`src/design/enc_defines.vh`:
```
// Constants for the error notification and capture block
// How it works
// - Machine check vector 04 for synchronous faults
// - Soft error interrupt vector 54 classes
// - Hard error interrupt vector 60 classes
// - Console halt jumps to halt target register
// - Severity: halt, check, hard, soft
// - Machine check synchronous with instruction stream
// - Hard error interrupt asynchronous, data lost
// - Soft error interrupt asynchronous, not fatal
// - Error interrupt level, external or status
// - Status error bits are write-one-to-clear
// - Second error sets overflow, context kept
// - Machine check frame gets PC, PSL, info
// - Tag capture on tag or fill errors
// - Bus error address on probe/bus errors
// - Fill address and syndrome on fill errors
// - Every read-returned quadword counts as fill
// - One dirty bit per cache block
// - Read tag parity: soft, arbiter error state
`ifndef ENC_DEFINES_VH
`define ENC_DEFINES_VH

`define ENC_ADDR_STATUS    4'h0
`define ENC_ADDR_BUS_ADDR  4'h1
`define ENC_ADDR_FILL_ADDR 4'h2
`define ENC_ADDR_SYNDROME  4'h3
`define ENC_ADDR_TAG       4'h4
`define ENC_ADDR_HALT_TGT  4'h5
`define ENC_ADDR_DIRTY_IX  4'h6
`define ENC_ADDR_DIRTY     4'h7

// Status bit positions
`define ENC_ST_BUS_HARD    0
`define ENC_ST_BUS_SOFT    1
`define ENC_ST_TAG_PAR     2
`define ENC_ST_TAGCTL_PAR  3
`define ENC_ST_ACK_HARD    4
`define ENC_ST_FILL_ECC    5
`define ENC_ST_FILL_PAR    6
`define ENC_ST_OVERFLOW    7
`define ENC_ST_WIDTH       8

`define ENC_VEC_MCHK       8'h04
`define ENC_VEC_SOFT       8'h54
`define ENC_VEC_HARD       8'h60
`define ENC_VEC_NONE       8'h00

`define ENC_HALT_TGT_RESET 32'h00000000

`endif

```
`src/design/enc_dirty_mem.v`:
```
// Dirty bit store, one bit per cache block
`timescale 1ns/1ps
module enc_dirty_mem #(
    parameter AW = 8
) (
    input  wire          core_clk_in,   // Clock
    input  wire          rst_in,        // Async reset
    input  wire          wr_en_in,      // Write enable
    input  wire [AW-1:0] wr_idx_in,     // Write block index
    input  wire          wr_bit_in,     // Dirty value
    input  wire [AW-1:0] rd_idx_in,     // Read block index
    output reg           rd_bit_out     // Registered read data
);
    reg [(1<<AW)-1:0] bits;

    always @(posedge core_clk_in or posedge rst_in)
    begin
        if (rst_in)
        begin
            bits       <= {(1<<AW){1'b0}};
            rd_bit_out <= 1'b0;
        end
        else
        begin
            if (wr_en_in)
                bits[wr_idx_in] <= wr_bit_in;
            rd_bit_out <= bits[rd_idx_in];
        end
    end
endmodule // enc_dirty_mem

```
`src/design/enc_error_unit.v`:
```
// Error notification routing and capture registers
//
// Chosen here: the strobed register port and the register offsets.
`timescale 1ns/1ps
`include "enc_defines.vh"
module enc_error_unit #(
    parameter AW  = 32,
    parameter SW  = 8,
    parameter TW  = 20,
    parameter DIW = 8
) (
    input  wire           core_clk_in,        // 10 MHz clock
    input  wire           rst_in,             // Async reset, high
    input  wire [3:0]     reg_addr_in,        // Register index
    input  wire [31:0]    reg_wdata_in,       // Write data
    input  wire           reg_wr_in,          // Write strobe
    input  wire           reg_rd_in,          // Read strobe
    output reg  [31:0]    reg_rdata_out,      // Read data, next cycle
    input  wire           halt_err_in,        // Console-halt error event
    input  wire           mmgt_fault_in,      // Memory management fault
    input  wire           ucode_fault_in,     // Microcode-detected fault
    input  wire           stall_timeout_in,   // Stall timeout
    input  wire           tb_parity_in,       // Translation buffer parity
    input  wire           icache_parity_in,   // Instruction cache parity
    input  wire           pcache_parity_in,   // Primary cache parity
    input  wire           op_write_in,        // Current op is a write
    input  wire           tag_parity_error_in,        // Tag parity
    input  wire           tag_control_parity_error_in, // Tag control parity
    input  wire           ack_hard_error_in,  // Hard error acknowledge
    input  wire           bus_soft_error_in,  // Bus soft error
    input  wire           bus_hard_error_in,  // Bus hard error
    input  wire           fill_valid_in,      // Quadword returned on read
    input  wire           fill_ecc_ue_in,     // Uncorrectable fill data
    input  wire           fill_ecc_ce_in,     // Correctable fill data
    input  wire           fill_parity_error_in, // Fill parity error
    input  wire [AW-1:0]  access_addr_in,     // Probe/bus address
    input  wire [AW-1:0]  fill_addr_in,       // Fill address
    input  wire [SW-1:0]  fill_syndrome_in,   // Fill check syndrome
    input  wire [TW-1:0]  cache_tag_in,       // Tag read on lookup
    input  wire [31:0]    cur_pc_in,          // Current instruction PC
    input  wire [31:0]    cur_psl_in,         // Current status word
    input  wire           instr_boundary_in,  // Instruction retire point
    input  wire           ext_error_in,       // External error pin
    input  wire           dirty_wr_in,        // Dirty bit write
    input  wire [DIW-1:0] dirty_idx_in,       // Dirty bit block index
    input  wire           dirty_val_in,       // Dirty bit value
    output reg            halt_req_out,       // Console halt request
    output reg  [31:0]    halt_pc_out,        // Halt target address
    output reg            mchk_out,           // Machine check pulse
    output reg  [7:0]     vector_out,         // Vector index of event
    output reg  [31:0]    frame_pc_out,       // Frame PC
    output reg  [31:0]    frame_psl_out,      // Frame status word
    output reg  [31:0]    frame_info_out,     // Frame error info
    output reg            hard_int_out,       // Hard error interrupt level
    output reg            soft_int_out,       // Soft error interrupt level
    output reg            arb_error_out,      // Arbiter to error state
    output reg            fill_hard_err_out   // Hard error with fill done
);
    // Synchroniser for the external error pin
    reg ext_s1, ext_s2, ext_s3, ext_level;
    always @(posedge core_clk_in or posedge rst_in)
    begin
        if (rst_in)
        begin
            ext_s1    <= 1'b0;
            ext_s2    <= 1'b0;
            ext_s3    <= 1'b0;
            ext_level <= 1'b0;
        end
        else
        begin
            ext_s1 <= ext_error_in;
            ext_s2 <= ext_s1;
            ext_s3 <= ext_s2;
            if (ext_s2 == ext_s3)
                ext_level <= ext_s3;
        end
    end

    wire rd_op      = ~op_write_in;
    wire tag_any    = tag_parity_error_in | tag_control_parity_error_in;
    wire fill_ev    = fill_valid_in & rd_op;
    wire fill_ue    = fill_ev & fill_ecc_ue_in;
    wire fill_ce    = fill_ev & fill_ecc_ce_in;
    wire fill_par   = fill_ev & fill_parity_error_in;
    wire wr_ue      = fill_valid_in & op_write_in & fill_ecc_ue_in;

    // Event classes per notification path
    wire mchk_ev = mmgt_fault_in | ucode_fault_in | stall_timeout_in | tb_parity_in
                 | icache_parity_in | fill_ue | (ack_hard_error_in & rd_op);
    wire soft_ev = icache_parity_in | pcache_parity_in | (tag_any & rd_op)
                 | fill_ue | fill_ce | (bus_soft_error_in & rd_op);
    wire hard_ev = wr_ue | (tag_any & op_write_in)
                 | (ack_hard_error_in & op_write_in) | bus_hard_error_in;

    // Status events captured in the bus and fill status register
    wire [`ENC_ST_WIDTH-2:0] st_ev;
    assign st_ev[`ENC_ST_BUS_HARD]   = bus_hard_error_in;
    assign st_ev[`ENC_ST_BUS_SOFT]   = bus_soft_error_in;
    assign st_ev[`ENC_ST_TAG_PAR]    = tag_parity_error_in;
    assign st_ev[`ENC_ST_TAGCTL_PAR] = tag_control_parity_error_in;
    assign st_ev[`ENC_ST_ACK_HARD]   = ack_hard_error_in;
    assign st_ev[`ENC_ST_FILL_ECC]   = fill_ue | fill_ce;
    assign st_ev[`ENC_ST_FILL_PAR]   = fill_par;

    reg  [`ENC_ST_WIDTH-1:0] status;
    reg  [AW-1:0] bus_error_address;
    reg  [AW-1:0] fill_error_address;
    reg  [SW-1:0] fill_syndrome;
    reg  [TW-1:0] cache_tag_capture;
    reg  [31:0]   halt_target;
    reg  [DIW-1:0] dirty_rd_idx;
    reg           soft_pend, hard_pend, mchk_pend;
    reg  [31:0]   mchk_info;

    wire any_ev     = |st_ev;
    wire st_busy    = |status[`ENC_ST_WIDTH-2:0];
    wire bus_ev     = bus_hard_error_in | bus_soft_error_in | tag_any;
    wire fillerr_ev = fill_ue | fill_ce | fill_par;
    wire wr_st      = reg_wr_in && reg_addr_in == `ENC_ADDR_STATUS;
    wire [`ENC_ST_WIDTH-1:0] w1c = wr_st ? reg_wdata_in[`ENC_ST_WIDTH-1:0]
                                         : {`ENC_ST_WIDTH{1'b0}};
    wire hard_src = status[`ENC_ST_BUS_HARD] | (status[`ENC_ST_ACK_HARD] & hard_pend);
    wire dirty_rd_bit;

    enc_dirty_mem #(.AW(DIW)) u_dirty (
        .core_clk_in (core_clk_in),
        .rst_in      (rst_in),
        .wr_en_in    (dirty_wr_in),
        .wr_idx_in   (dirty_idx_in),
        .wr_bit_in   (dirty_val_in),
        .rd_idx_in   (dirty_rd_idx),
        .rd_bit_out  (dirty_rd_bit)
    );

    // Capture registers and status
    always @(posedge core_clk_in or posedge rst_in)
    begin
        if (rst_in)
        begin
            status             <= {`ENC_ST_WIDTH{1'b0}};
            bus_error_address  <= {AW{1'b0}};
            fill_error_address <= {AW{1'b0}};
            fill_syndrome      <= {SW{1'b0}};
            cache_tag_capture  <= {TW{1'b0}};
            halt_target        <= `ENC_HALT_TGT_RESET;
            dirty_rd_idx       <= {DIW{1'b0}};
        end
        else
        begin
            // Overflow set wins over a simultaneous clear; a new event while bits are still set only raises overflow
            // A second error only raises overflow; its own status is dropped
            status[`ENC_ST_WIDTH-2:0] <= (status[`ENC_ST_WIDTH-2:0]
                                          & ~w1c[`ENC_ST_WIDTH-2:0])
                                       | (st_busy ? {(`ENC_ST_WIDTH-1){1'b0}} : st_ev);
            status[`ENC_ST_OVERFLOW]  <= (status[`ENC_ST_OVERFLOW] & ~w1c[`ENC_ST_OVERFLOW])
                                       | (any_ev & st_busy);
            if (!st_busy)
            begin
                if (bus_ev)
                    bus_error_address <= access_addr_in;
                if (fillerr_ev)
                begin
                    fill_error_address <= fill_addr_in;
                    fill_syndrome      <= fill_syndrome_in;
                end
                if (tag_any | fillerr_ev)
                    cache_tag_capture <= cache_tag_in;
            end
            if (reg_wr_in && reg_addr_in == `ENC_ADDR_HALT_TGT)
                halt_target <= reg_wdata_in;
            if (reg_wr_in && reg_addr_in == `ENC_ADDR_DIRTY_IX)
                dirty_rd_idx <= reg_wdata_in[DIW-1:0];
        end
    end

    // Notification paths
    always @(posedge core_clk_in or posedge rst_in)
    begin
        if (rst_in)
        begin
            soft_pend         <= 1'b0;
            hard_pend         <= 1'b0;
            mchk_pend         <= 1'b0;
            mchk_info         <= 32'h00000000;
            halt_req_out      <= 1'b0;
            halt_pc_out       <= 32'h00000000;
            mchk_out          <= 1'b0;
            vector_out        <= `ENC_VEC_NONE;
            frame_pc_out      <= 32'h00000000;
            frame_psl_out     <= 32'h00000000;
            frame_info_out    <= 32'h00000000;
            hard_int_out      <= 1'b0;
            soft_int_out      <= 1'b0;
            arb_error_out     <= 1'b0;
            fill_hard_err_out <= 1'b0;
        end
        else
        begin
            // Soft pending clears once software empties the status
            soft_pend <= soft_ev | (soft_pend & st_busy);
            hard_pend <= hard_ev | (hard_pend & st_busy);
            hard_int_out <= hard_ev | ext_level | hard_src;
            soft_int_out <= soft_ev | (soft_pend & st_busy);
            // Read tag parity sends arbiter to error; hard error rides the fill
            arb_error_out <= (tag_any | ack_hard_error_in) & rd_op;
            fill_hard_err_out <= (arb_error_out | fill_ue) & fill_valid_in;
            if (mchk_ev)
                mchk_info <= {24'h000000, status[`ENC_ST_OVERFLOW], st_ev};
            mchk_pend <= (mchk_ev | mchk_pend) & ~instr_boundary_in;
            halt_req_out <= halt_err_in;
            mchk_out     <= 1'b0;
            if (halt_err_in)
            begin
                halt_pc_out <= halt_target;
                vector_out  <= `ENC_VEC_NONE;
            end
            else if ((mchk_pend | mchk_ev) & instr_boundary_in)
            begin
                mchk_out       <= 1'b1;
                vector_out     <= `ENC_VEC_MCHK;
                frame_pc_out   <= cur_pc_in;
                frame_psl_out  <= cur_psl_in;
                frame_info_out <= mchk_ev ? {24'h000000, status[`ENC_ST_OVERFLOW], st_ev}
                                          : mchk_info;
            end
            else if (hard_ev | hard_pend | ext_level)
                vector_out <= `ENC_VEC_HARD;
            else if (soft_ev | soft_pend)
                vector_out <= `ENC_VEC_SOFT;
            else
                vector_out <= `ENC_VEC_NONE;
        end
    end

    // Register read port
    always @(posedge core_clk_in or posedge rst_in)
    begin
        if (rst_in)
            reg_rdata_out <= 32'h00000000;
        else if (reg_rd_in)
        begin
            case (reg_addr_in)
                `ENC_ADDR_STATUS:    reg_rdata_out <= {{(32-`ENC_ST_WIDTH){1'b0}}, status};
                `ENC_ADDR_BUS_ADDR:  reg_rdata_out <= bus_error_address[31:0];
                `ENC_ADDR_FILL_ADDR: reg_rdata_out <= fill_error_address[31:0];
                `ENC_ADDR_SYNDROME:  reg_rdata_out <= {{(32-SW){1'b0}}, fill_syndrome};
                `ENC_ADDR_TAG:       reg_rdata_out <= {{(32-TW){1'b0}}, cache_tag_capture};
                `ENC_ADDR_HALT_TGT:  reg_rdata_out <= halt_target;
                `ENC_ADDR_DIRTY_IX:  reg_rdata_out <= {{(32-DIW){1'b0}}, dirty_rd_idx};
                `ENC_ADDR_DIRTY:     reg_rdata_out <= {31'h00000000, dirty_rd_bit};
                default:             reg_rdata_out <= 32'h00000000;
            endcase
        end
        else
            reg_rdata_out <= 32'h00000000;
    end
endmodule // enc_error_unit

```
`config.mk`:
```
export PLATFORM = sky130hd
export DESIGN_NAME = enc_error_unit
export DESIGN_NICKNAME = d
export VERILOG_FILES = /design/src/design/enc_dirty_mem.v /design/src/design/enc_error_unit.v
export VERILOG_INCLUDE_DIRS = /design/src /design/src/design
export SDC_FILE = /design/constraint.sdc
export NUM_CORES = 1
export LEC_CHECK = 0
export ABC_AREA = 0
export CAP_MARGIN = 0
export CORE_MARGIN = 2
export CORE_UTILIZATION = 55
export DETAILED_ROUTE_END_ITERATION = 6
export DONT_BUFFER_PORTS = 1
export HOLD_SLACK_MARGIN = 0.1
export PLACE_DENSITY = 0.77
export SLEW_MARGIN = 10
export SYNTH_ARGS = -nofsm -noshare
export SYNTH_HDL_FRONTEND = slang
export SYNTH_SLANG_ARGS = --single-unit
```
`constraint.sdc`:
```
create_clock -name core_clk_in -period 25 [get_ports core_clk_in]
set_input_delay 5 -clock core_clk_in [delete_from_list [all_inputs] [get_ports core_clk_in]]
set_output_delay 5 -clock core_clk_in [all_outputs]
set_load 0.005 [all_outputs]
```
==> results by group <==
Min path
  – Class of the worst hold path: register to register

Setup path
  – Critical Path AT: 8.26 ns
  – Setup CP Type: input port to asynchronous set/reset pin
  – Worst setup SP type: input port
  – Critical path buffer and inverter count: 4
  – CP max stage cell: buf_4
  – Critical-path cell list: inv_8, buf_4, buf_12, buf_4
  – Cell family with the largest share of critical-path delay: buffers and inverters
  – Worst path most repeated cell: buf_4
  – Req. time, crit path: 25.59 ns
  – Worst path max stage delay: 0.95 ns
  – CP Capture Type: asynchronous set/reset pin
  – Max FO, Critical Path: 190
  – R2R setup slack: 21.35 ns

Power and ir drop
  – Clk pwr share: 36.5%
  – Sw frac: 25.5%
  – Power per cell area: 84.8 mW/mm²
  – Final Power: 0.00243 W
  – Seq pwr share: 51.2%
  – Worst-case vdd ir drop: 0.0000534 V
  – Combinational share of power: 12.2%
  – P_int: 0.00181 W
  – Switching power of the nets: 0.000619 W
  – P_leak: 12.8 nW

Synth
  – Simple-gate area share of the yosys netlist: 7.72%
  – Number of flops mapped to enable cells by yosys: 0
  – Post-synthesis cell type count: 50
  – Synthesis Warnings: 0
  – Mux cell area share after synthesis: 27.9%
  – Complex-gate fraction of the synthesized area: 4.36%
  – Adder-cell share of the synthesized area: 0.0381%
  – Largest family of logic cells by synthesized area: multiplexers
  – Post-Syn Area: 0.0263 mm²
  – Part of the Yosys area used for sequential elements: 57.6%
  – Post-Synth XOR/XNOR Area: 0%
  – Ys flop type: dfrtp_1
  – Syn Inst Count: 1972
  – Flop and latch count out of synthesis: 605
  – Async SR Flop Fraction: 100%
  – Avg Synthesized Cell Area: 13.3 µm²

Timing
  – Hold Violations, Final: 0
  – Setup_tns: 0 ns
  – Actual slew at the worst max-slew pin: 1.19 ns
  – Period utilisation layout: 30.7%
  – Final worst setup slack: 17.33 ns
  – Rel. slew slack: 20.7%
  – RSZ-0062 raised after global routing: no
  – Slew Limit Fails: 0
  – Endpoints failing setup: 0
  – Crit path time final: 7.67 ns
  – Clock Skew: 0.0201 ns
  – Max frequency: 0.130 GHz

Placed design
  – Hpwl dp: 41100 µm
  – IO buf count: 0
  – Post-Place Cell Area: 0.0267 mm²
  – DP Cell Count: 2473
  – Place WS: 16.48 ns
  – Placer congestion estimate: 0.806

Drt
  – DRC viols: 0
  – Via count: 16100
  – Drt first pass iters: 6
  – Post-DRT Antenna Nets: 0
  – Initial DRC count: 1488
  – Vias per Instance: 6.21
  – Drt total wl: 63000 µm
  – Routed length per placed instance: 24.4 µm

Clock tree
  – TritonCTS Buffers: 59
  – Setup bufs post-CTS: 0
  – Clk_lat worst skew: 0.63 ns
  – Root Driver: clkbuf_16
  – Clock slew at reported path FFs: 0.06 ns
  – CTS H-tree lvls: 2
  – CTS Buffer Depth: 3
  – Sinks on Clock Net: 605
  – Cts repair resizes: 0
  – CTS tree: done
  – # hold bufs at CTS: 0

Global route
  – Initial antenna violation count: 13
  – First-pass GRT wire length: 98000 µm
  – Number of global-route vias before repair: 16800
  – Global router's overall resource usage: 25.3%
  – Gr ovfl total: 0
  – Largest net degree at the start of global routing: 257

Final layout
  – Fill count: 3545
  – Post-route cell area: 0.0287 mm²
  – Area of the multi-input gates: 0.0106 mm²
  – Fraction of layout cells with a size suffix above 1: 36.2%
  – Fin cells: 2585
  – Final Net Count: 2144
  – Seq. cell area: 0.0151 mm²
  – Area grow syn2layout: 9.11%

Floorplan
  – Core area: 0.0474 mm²
  – Die width: 223 µm
  – Die ar.: 0.0496 mm²
  – Boundary pin count: 399
  – Initial core utilization: 55.4%
  – Cell row count: 80
  – Die Height: 223 µm

Job
  – Maxcap violations: 0

Run status
  – Status: completed
## through the flow
step	util [%]	hold slack, ns
2_1_floorplan	-	0.331
3_3_place_gp	56.3	0.394
3_5_place_dp	56.3	0.366
4_1_cts	60.5	0.383
5_1_grt	60.5	0.391
6_report	60.5	0.373
## final cells by class
cell class | instances | area share (%)
inverter | 6 | 0.105
tap | 615 | 2.68
timing repair buffer | 23 | 0.645
sequential | 605 | 52.8
clock buffer | 89 | 6.17
antenna | 7 | 0.0610
clock inverter | 16 | 0.636
multi-input combinational | 1224 | 36.9
## worst register-to-register path: stages, from the launching register on
cell and delay, ns:
dfrtp_4 0.99, buf_4 0.65, mux4_2 0.63, a22oi_1 0.25, a21oi_1 0.15, or4_1 0.58, nand3b_1 0.11, nand4_1 0.14
## cell usage in the layout (no fill, tap or decap), types with 4 or more instances in the layout
master,instances
diode_2,7
a222oi_1,14
dfrtp_1,603
conb_1,4
a31oi_1,5
nand2b_1,13
nor3_1,13
o21ai_0,25
inv_1,5
nor2_1,229
buf_4,22
clkbuf_1,13
nand3b_1,4
clkinv_2,7
and2_1,26
mux2i_1,8
nand3_1,26
a22o_1,18
a22oi_1,48
nand2_1,121
mux4_2,64
a221oi_1,5
mux2_2,516
clkbuf_16,60
nor2b_1,11
clkbuf_8,16
a21oi_1,31
## synthesized netlist by cell type (all sizes together) (3+ instances only)
library cell / n / area (µm²)
dfrtp: 605 / 15100
mux2: 517 / 5820
nor2: 231 / 867
nand2: 122 / 458
clkbuf: 97 / 364
mux4: 64 / 1440
a22oi: 48 / 360
buf: 43 / 244
a21oi: 31 / 155
and2: 27 / 169
nand3: 26 / 130
o21ai: 25 / 125
a22o: 18 / 158
nor3: 17 / 90.1
a222oi: 14 / 140
nand2b: 13 / 81.3
nor2b: 11 / 68.8
mux2i: 8 / 80.1
inv: 6 / 22.5
a221oi: 5 / 43.8
a31oi: 5 / 31.3
nand3b: 4 / 30.0
or4: 4 / 33.8
a21o: 3 / 22.5
and3: 3 / 18.8
nor4: 3 / 33.8
o22ai: 3 / 18.8
## cell families after synthesis
family | count (synthesis)
flops | 605
buf+inv | 146
mux | 589
compound gates | 162
other cells | 1
fa+ha+maj | 1
simple gates | 468
## flip-flops by register name, summed over array words and instances (netlist names), 4 cells and up
signal and count:
u_dirty.bits 256, bus_error_address 32, fill_error_address 32, frame_info_out 32, frame_pc_out 32, frame_psl_out 32, halt_pc_out 32, halt_target 32
mchk_info 32, reg_rdata_out 32, cache_tag_capture 20, dirty_rd_idx 8, fill_syndrome 8, status 8, vector_out 4
## worst paths after layout
kind	from	to	depth (start not counted)
worst max-delay path	rst_in	halt_target[16]	4
worst min-delay path	ext_s1	ext_s2	0
worst max register to register	dirty_rd_idx[0]	u_dirty.rd_bit_out	7
worst min register to register	ext_s1	ext_s2	0
max in group core_clk_in	fill_ecc_ue_in	frame_pc_out[0]	6
min in group asynchronous	rst_in	frame_psl_out[4]	1
## power groups by stage
stage	Sequential [W]	Combinational [W]	Clock [W]
final	0.00125	0.000298	0.000889
after detailed placement	0.00126	0.000299	0
after global placement	0.00125	0.000286	0
after floorplan	0.00121	0.000267	0
after CTS	0.00124	0.000300	0.000904
after global routing	0.00126	0.000323	0.000944
## per-layer routing
metal  up-vias  routed length [µm]  GRT usage (%)
li1       6889                   -              -
met1      8321               24500           32.2
met2       686               30900           41.3
met3       146                5220           6.60
met4        10                2370           10.4
met5         -                  64              0
(Power assumes the default switching activity.)
